File: config.mk
export PLATFORM = sky130hd
export DESIGN_NAME = sdl_serial_dac_input_and_latch
export DESIGN_NICKNAME = d
export VERILOG_FILES = /design/src/rtl/sdl_pkg.sv /design/src/rtl/sdl_sync.sv /design/src/rtl/sdl_serial_dac_input_and_latch.sv
export SDC_FILE = /design/constraint.sdc
export NUM_CORES = 1
export LEC_CHECK = 0
export BUFFER_PORTS_ARGS = -buffer_cell sky130_fd_sc_hd__buf_2
export CAP_MARGIN = 20
export CORE_MARGIN = 2
export CORE_UTILIZATION = 45
export CTS_CLUSTER_DIAMETER = 40
export DETAILED_ROUTE_END_ITERATION = 7
export GPL_TIMING_DRIVEN = 0
export PLACE_DENSITY = 0.82
export SETUP_SLACK_MARGIN = 0.02
export SYNTH_ARGS = -nofsm -noshare
export SYNTH_HDL_FRONTEND = slang
export SYNTH_SLANG_ARGS = --single-unit
File: constraint.sdc
create_clock -name clk_i -period 2 [get_ports clk_i]
set_input_delay 0.4 -clock clk_i [delete_from_list [all_inputs] [get_ports clk_i]]
set_output_delay 0.4 -clock clk_i [all_outputs]
set_load 0.005 [all_outputs]
File: src/rtl/sdl_pkg.sv
// Constants shared by the serial converter front end and its register bus slave.
// Assumes one 50 MHz system clock; all pins of the serial port are asynchronous to it.
// Function
// Take part only while device select low.
// Frame strobe fall starts word, MSB first.
// Latch word after sixteen bits or strobe rise.
// Update on next clock rise or strobe rise.
// Reset clears converter latch and control settings.
// Latch holds unsigned ten-bit linear code.
// Four-wire or three-wire with select tied low.
// Host orders select, strobe, then clock edges.
// Host keeps select low until update done.
// Word layout: speed, power-down, code, zeros.
// Power-down bit disables all amplifiers.
// Select high ignores all serial inputs.
package sdl_pkg;
   // ------------------------------------------------------------------
   // Word layout
   // ------------------------------------------------------------------
   localparam int unsigned WORD_BITS = 16;
   localparam int unsigned CODE_BITS = 10;
   localparam int unsigned SPEED_POS = 14;
   localparam int unsigned PWRDN_POS = 13;
   localparam int unsigned CODE_MSB = 11;
   localparam int unsigned CODE_LSB = 2;
   localparam logic [4:0] LAST_COUNT = 5'h10;
   // ------------------------------------------------------------------
   // Register map, byte addresses
   // ------------------------------------------------------------------
   localparam logic [3:0] ADDR_CODE = 4'h0;
   localparam logic [3:0] ADDR_CTRL = 4'h4;
   localparam logic [3:0] ADDR_STAT = 4'h8;
   localparam logic [3:0] ADDR_SHIFT = 4'hc;
   localparam int unsigned CTRL_SPEED_BIT = 0;
   localparam int unsigned CTRL_PWRDN_BIT = 1;
   localparam int unsigned STAT_AMP_OFF_BIT = 0;
   localparam int unsigned STAT_BUSY_BIT = 1;
   localparam logic [31:0] RESET_WORD = 32'h0000_0000;
   localparam logic [7:0] RESET_COUNT = 8'h00;
endpackage

File: src/rtl/sdl_sync.sv
// Two-stage synchroniser for the serial port pins.
// Assumes the pins are asynchronous to clk_i.
module sdl_sync (
   // Clock and reset
   input wire logic clk_i,
   input wire logic nrst_i,
   // Pins
   input wire logic [3:0] async_i,
   output logic [3:0] sync_o
);
   logic [3:0] meta;

   // The first stage is read only by the second, to contain metastability.
   always_ff @(posedge clk_i or negedge nrst_i) begin
      if (!nrst_i) begin
         // Reset to the idle pin levels: deselected, strobe high, clock and data low.
         // This keeps the edge detectors from seeing a false edge after reset.
         meta <= 4'hc;
         sync_o <= 4'hc;
      end else begin
         meta <= async_i;
         sync_o <= meta;
      end
   end
endmodule

File: src/rtl/sdl_serial_dac_input_and_latch.sv
// Serial input shifter and converter latch with a classic Wishbone slave.
// Assumes the host keeps shift clock half-periods well above two system clocks.
//
// The implementer's own choices: the register offsets and the Wishbone interface to the registers.
module sdl_serial_dac_input_and_latch (
   // Clock and reset
   input wire logic clk_i,
   input wire logic nrst_i,
   // Serial port pins
   input wire logic device_select_n_i,
   input wire logic frame_strobe_n_i,
   input wire logic shift_clock_i,
   input wire logic serial_data_i,
   // Wishbone slave
   input wire logic wb_cyc_i,
   input wire logic wb_stb_i,
   input wire logic wb_we_i,
   input wire logic [3:0] wb_adr_i,
   input wire logic [3:0] wb_sel_i,
   input wire logic [31:0] wb_dat_i,
   output logic [31:0] wb_dat_o,
   output logic wb_ack_o,
   // Converter side
   output logic [9:0] dac_code_o,
   output logic settle_speed_select_o,
   output logic power_down_control_o,
   output logic amp_disable_o,
   output logic latch_update_o
);
   // ------------------------------------------------------------------
   // Pin synchronisation
   // ------------------------------------------------------------------
   logic [3:0] pins;
   logic sel_n, fs_n, sck, sdi;
   logic fs_n_d, sck_d;
   logic fs_fall, fs_rise, sck_fall, sck_rise;

   sdl_sync u_sync (
      .clk_i(clk_i),
      .nrst_i(nrst_i),
      .async_i({device_select_n_i, frame_strobe_n_i, shift_clock_i, serial_data_i}),
      .sync_o(pins)
   );

   assign sel_n = pins[3];
   assign fs_n = pins[2];
   assign sck = pins[1];
   assign sdi = pins[0];

   // Edge history, taken from synchronised copies only.
   always_ff @(posedge clk_i or negedge nrst_i) begin
      if (!nrst_i) begin
         fs_n_d <= 1'b1;
         sck_d <= 1'b0;
      end else begin
         fs_n_d <= fs_n;
         sck_d <= sck;
      end
   end

   // With select high every edge is masked, so shared lines cannot disturb us.
   assign fs_fall = !sel_n && fs_n_d && !fs_n;
   assign fs_rise = !sel_n && !fs_n_d && fs_n;
   assign sck_fall = !sel_n && sck_d && !sck;
   assign sck_rise = !sel_n && !sck_d && sck;

   // ------------------------------------------------------------------
   // Frame state and shifter
   // ------------------------------------------------------------------
   typedef enum logic [1:0] {SDL_IDLE, SDL_SHIFT, SDL_WAIT_RISE} sdl_state_t;
   sdl_state_t state;
   logic [15:0] shift_reg;
   logic [4:0] bit_count;
   logic do_update;

   // A word is finished by the first rising clock after sixteen bits, or by
   // the strobe rising early; whichever comes first wins.
   assign do_update = (state == SDL_WAIT_RISE && (sck_rise || fs_rise)) ||
                      (state == SDL_SHIFT && fs_rise);

   // Frame sequencing.
   always_ff @(posedge clk_i or negedge nrst_i) begin
      if (!nrst_i) begin
         state <= SDL_IDLE;
      end else begin
         unique case (state)
            SDL_IDLE: begin
               if (fs_fall) begin
                  state <= SDL_SHIFT;
               end
            end
            SDL_SHIFT: begin
               if (fs_rise) begin
                  state <= SDL_IDLE;
               end else if (sck_fall && bit_count == LAST_COUNT_M1()) begin
                  state <= SDL_WAIT_RISE;
               end
            end
            SDL_WAIT_RISE: begin
               if (do_update) begin
                  state <= SDL_IDLE;
               end
            end
         endcase
      end
   end

   function automatic logic [4:0] LAST_COUNT_M1();
      return sdl_pkg::LAST_COUNT - 5'h01;
   endfunction

   // Bits enter at the bottom so the first one ends at the top.
   always_ff @(posedge clk_i or negedge nrst_i) begin
      if (!nrst_i) begin
         shift_reg <= sdl_pkg::RESET_WORD[15:0];
         bit_count <= sdl_pkg::RESET_COUNT[4:0];
      end else if (fs_fall) begin
         bit_count <= sdl_pkg::RESET_COUNT[4:0];
      end else if (state == SDL_SHIFT && sck_fall) begin
         shift_reg <= {shift_reg[14:0], sdi};
         bit_count <= bit_count + 5'h01;
      end
   end

   // ------------------------------------------------------------------
   // Converter latch
   // ------------------------------------------------------------------
   // An early strobe rise latches the shifter as it stands, short words included.
   always_ff @(posedge clk_i or negedge nrst_i) begin
      if (!nrst_i) begin
         dac_code_o <= sdl_pkg::RESET_WORD[9:0];
         settle_speed_select_o <= 1'b0;
         power_down_control_o <= 1'b0;
      end else if (do_update) begin
         dac_code_o <= shift_reg[sdl_pkg::CODE_MSB:sdl_pkg::CODE_LSB];
         settle_speed_select_o <= shift_reg[sdl_pkg::SPEED_POS];
         power_down_control_o <= shift_reg[sdl_pkg::PWRDN_POS];
      end
   end

   // Amplifier disable follows the latched power-down bit.
   assign amp_disable_o = power_down_control_o;

   // One-cycle marker of each latch update.
   always_ff @(posedge clk_i or negedge nrst_i) begin
      if (!nrst_i) begin
         latch_update_o <= 1'b0;
      end else begin
         latch_update_o <= do_update;
      end
   end

   // ------------------------------------------------------------------
   // Wishbone slave, read only, one wait state
   // ------------------------------------------------------------------
   // Latch contents belong to the serial port; writes are acknowledged and dropped.
   always_ff @(posedge clk_i or negedge nrst_i) begin
      if (!nrst_i) begin
         wb_ack_o <= 1'b0;
         wb_dat_o <= sdl_pkg::RESET_WORD;
      end else begin
         wb_ack_o <= wb_cyc_i && wb_stb_i && !wb_ack_o;
         wb_dat_o <= sdl_pkg::RESET_WORD;
         if (wb_cyc_i && wb_stb_i && !wb_ack_o && !wb_we_i) begin
            unique case (wb_adr_i)
               sdl_pkg::ADDR_CODE: wb_dat_o <= {22'h000000, dac_code_o};
               sdl_pkg::ADDR_CTRL: wb_dat_o <= {30'h00000000, power_down_control_o,
                                                settle_speed_select_o};
               sdl_pkg::ADDR_STAT: wb_dat_o <= {30'h00000000, state != SDL_IDLE,
                                                amp_disable_o};
               sdl_pkg::ADDR_SHIFT: wb_dat_o <= {16'h0000, shift_reg};
               default: wb_dat_o <= sdl_pkg::RESET_WORD;
            endcase
         end
      end
   end
endmodule

==> results_dict.tcl <==
set metrics [dict create \
    drt_iter0_markers 115 \
    yosysSeqAreaShare_pct 58.92 \
    totalWireLength_um 4542 \
    power.density_nw_per_um2 858.5 \
    path_max_fanout 10 \
    vias_per_cell 4.783 \
    clock_skew_ns 0.01138 \
    synth_top_area_cell "dfrtp_1" \
    wl_per_cell_um 13.13 \
    ctsResizeCount 0 \
    finalSetupViolCount 0 \
    dp_slack_ns 0.1064 \
    dr.pass1.iters 4 \
    finalHoldViolations 0 \
    end_kind "register" \
    ff2ff_setup_slack_ns 0.19 \
    synth_cell_types 42 \
    post-cts-setup-buffers 0 \
    drcViolationCount 0 \
    ios 96 \
    port-buffer-count 43 \
    htreeDepth 3 \
    busiest_layer "met2" \
    fin_crit_ns 1.815 \
    placed_area_um2 3072 \
    hold_class "in -> async" \
    clock_path_buffers 2 \
    vias 1655 \
    nets 320 \
    start_util_pct 45.92 \
    cts_num_sinks 63 \
    setup_slack_ns 0.1851 \
    synth_edf_count 0 \
    worstReg2RegEnd "amp_disable_o" \
    drv_cap 0 \
    yosysMostFrequentCell "dfrtp_1" \
    leakagePower_nw 1.706 \
    root_buffer "clkbuf_8" \
    synth-seq-cells 63 \
    antenna_found_initial 0 \
    netlist_top_cells_count "dfrtp_1 (58), buf_4 (19), mux2_2 (19)" \
    grt_max_degree 44 \
    ant_nets 0 \
    path_buf_inv 3 \
    clk_pin_slew_ns 0.07 \
    place_congestion 0.7447 \
    worstSetupPathType "reg -> reg" \
    overflow 0 \
    slew_headroom_pct 49.79 \
    fmax_mhz 551.0 \
    synth_warnings 0 \
    core_area_um2 5851 \
    endpoint "amp_disable_o" \
    dpl.hpwl_um 3311 \
    grt_pass1_wl_um 7617 \
    fin_tns_setup_ns 0 \
    crit_chain "inv_1, ha_1, nand3b_4, a211oi_4, buf_4, buf_12, mux2_4" \
    status "finished clean" \
    cts_buffers 9 \
    arrival_ns 2.04 \
    drive_gt1_share_pct 45.39 \
    netlist_area_um2 2686 \
    ctsHoldBuffers 0 \
    die-height_um 81.27 \
    area_growth_pct 21.38 \
    r2r-start "state[0]" \
    post-place-cells 329 \
    cp.required_ns 2.22 \
    stdcell_area_um2 3261 \
    cp.depth 7 \
    fin_crit_sh_pct 90.75 \
    rsz0062_at_grt "false" \
    grtUsageMet2_pct 23.03 \
    clock_latency_ns 0.34 \
    timing.hold.ws_ns 0.003084 \
    fin_cells 346 \
    ir_worst_vdd_uv 391.2 \
    die_area_um2 6604 \
    r2r.worst_path.cells 7 \
    startpoint "state[0]" \
    slowest_stage "dfrtp_1" \
    grt_pass1_vias 1621 \
    grt_usage_pct 15.66 \
    cp_slowest_stage_delay_ns 0.39 \
    dieWidth_um 81.27 \
    synthCells 195 \
    met3_usage_pct 3.889 \
    worst_setup_path_start_kind "register" \
    fp-row-count 28 \
    synth_top_cells_by_area "dfrtp_1 (54%), mux2_2 (8.0%), buf_4 (5.3%), mux2_4 (5.0%), dfstp_2 (4.9%)" \
    diodes 0 \
    async_reset_ff_share_pct 100.0 \
    crit_family "buffers and inverters" \
    drv_slew 0 \
    synth_top_area_share_pct 54.03 \
    cts_tree "built" \
    tightestPinTransition_ns 0.7469 \
    ys.flop_type "dfrtp_1" \
    use_met1_pct 20.54 \
    avgSynthCellArea_um2 13.78 \
]
-- how the worst min path moves through the flow --
stage | start | cells past startpoint | end | slack (ns)
3_3_place_gp | u_sync.meta[1] | 0 | u_sync.sync_o[1] | 0.33
2_1_floorplan | nrst_i | 0 | amp_disable_o | 0.10
6_report | nrst_i | 1 | wb_dat_o[14] | 0.003
3_5_place_dp | u_sync.meta[1] | 0 | u_sync.sync_o[1] | 0.34
4_1_cts | nrst_i | 1 | wb_dat_o[14] | 0.01
5_1_grt | nrst_i | 1 | wb_dat_o[14] | 0.03
-- metrics by stage --
step | utilization (%) | power, mW
global route | 55.73 | 2.946
global placement | 52.16 | 1.812
CTS | 55.60 | 2.832
floorplan | - | 1.709
finish | 55.73 | 2.799
detailed placement | 52.50 | 1.848
-- layout by cell type, fill, tap and decap left out, types with 3 or more instances in the layout --
master / netlist / routed
a22oi_1: 9 / 9
and2_1: 7 / 7
buf_2: 1 / 44
buf_4: 19 / 20
clkbuf_8: 0 / 10
conb_1: 1 / 16
dfrtp_1: 58 / 58
dfstp_2: 5 / 5
ha_1: 5 / 5
inv_1: 6 / 6
mux2_2: 19 / 19
mux2_4: 9 / 9
mux2i_1: 3 / 3
nand2_1: 5 / 5
nor2_1: 10 / 10
o21ai_0: 5 / 5
-- metal layers --
layer / vias up / share of wire [%]
li1: 790 / -
met1: 806 / 45
met2: 51 / 48
met3: 8 / 5.1
met4: 0 / 2.1
met5: - / 0
-- worst reg2reg max path: stages (launching register included) --
cell,delay [ns]
dfrtp_1,0.39
inv_1,0.10
ha_1,0.28
nand3b_4,0.11
a211oi_4,0.19
buf_4,0.18
buf_12,0.15
mux2_4,0.30
-- cells by family after synthesis --
kind of cell    after synthesis  share of synthesized area [%]
fa+ha+maj                     5                          2.329
buf+inv                      28                          7.499
mux                          31                          14.11
xor+xnor                      1                         0.3261
other cells                   1                         0.1396
flops                        63                          58.92
compound gates               25                          6.893
simple gates                 41                          9.781
-- cell type report --
| class | count | area, µm² |
|---|---|---|
| Clock buffer | 10 | 137.6 |
| Clock inverter | 6 | 43.79 |
| Inverter | 6 | 22.52 |
| Tap cell | 75 | 93.84 |
| Fill cell | 495 | 2590 |
| Timing Repair Buffer | 45 | 242.7 |
| Sequential cell | 63 | 1583 |
| Multi-Input combinational cell | 119 | 958.4 |
| Buffer | 22 | 178.9 |
-- power by group --
group / total, mW / switching, mW / internal (mW)
clock: 0.978 / 0.492 / 0.486
sequential: 1.45 / 0.0784 / 1.37
combinational: 0.372 / 0.188 / 0.184
Power figures use the tool's default switching activity.
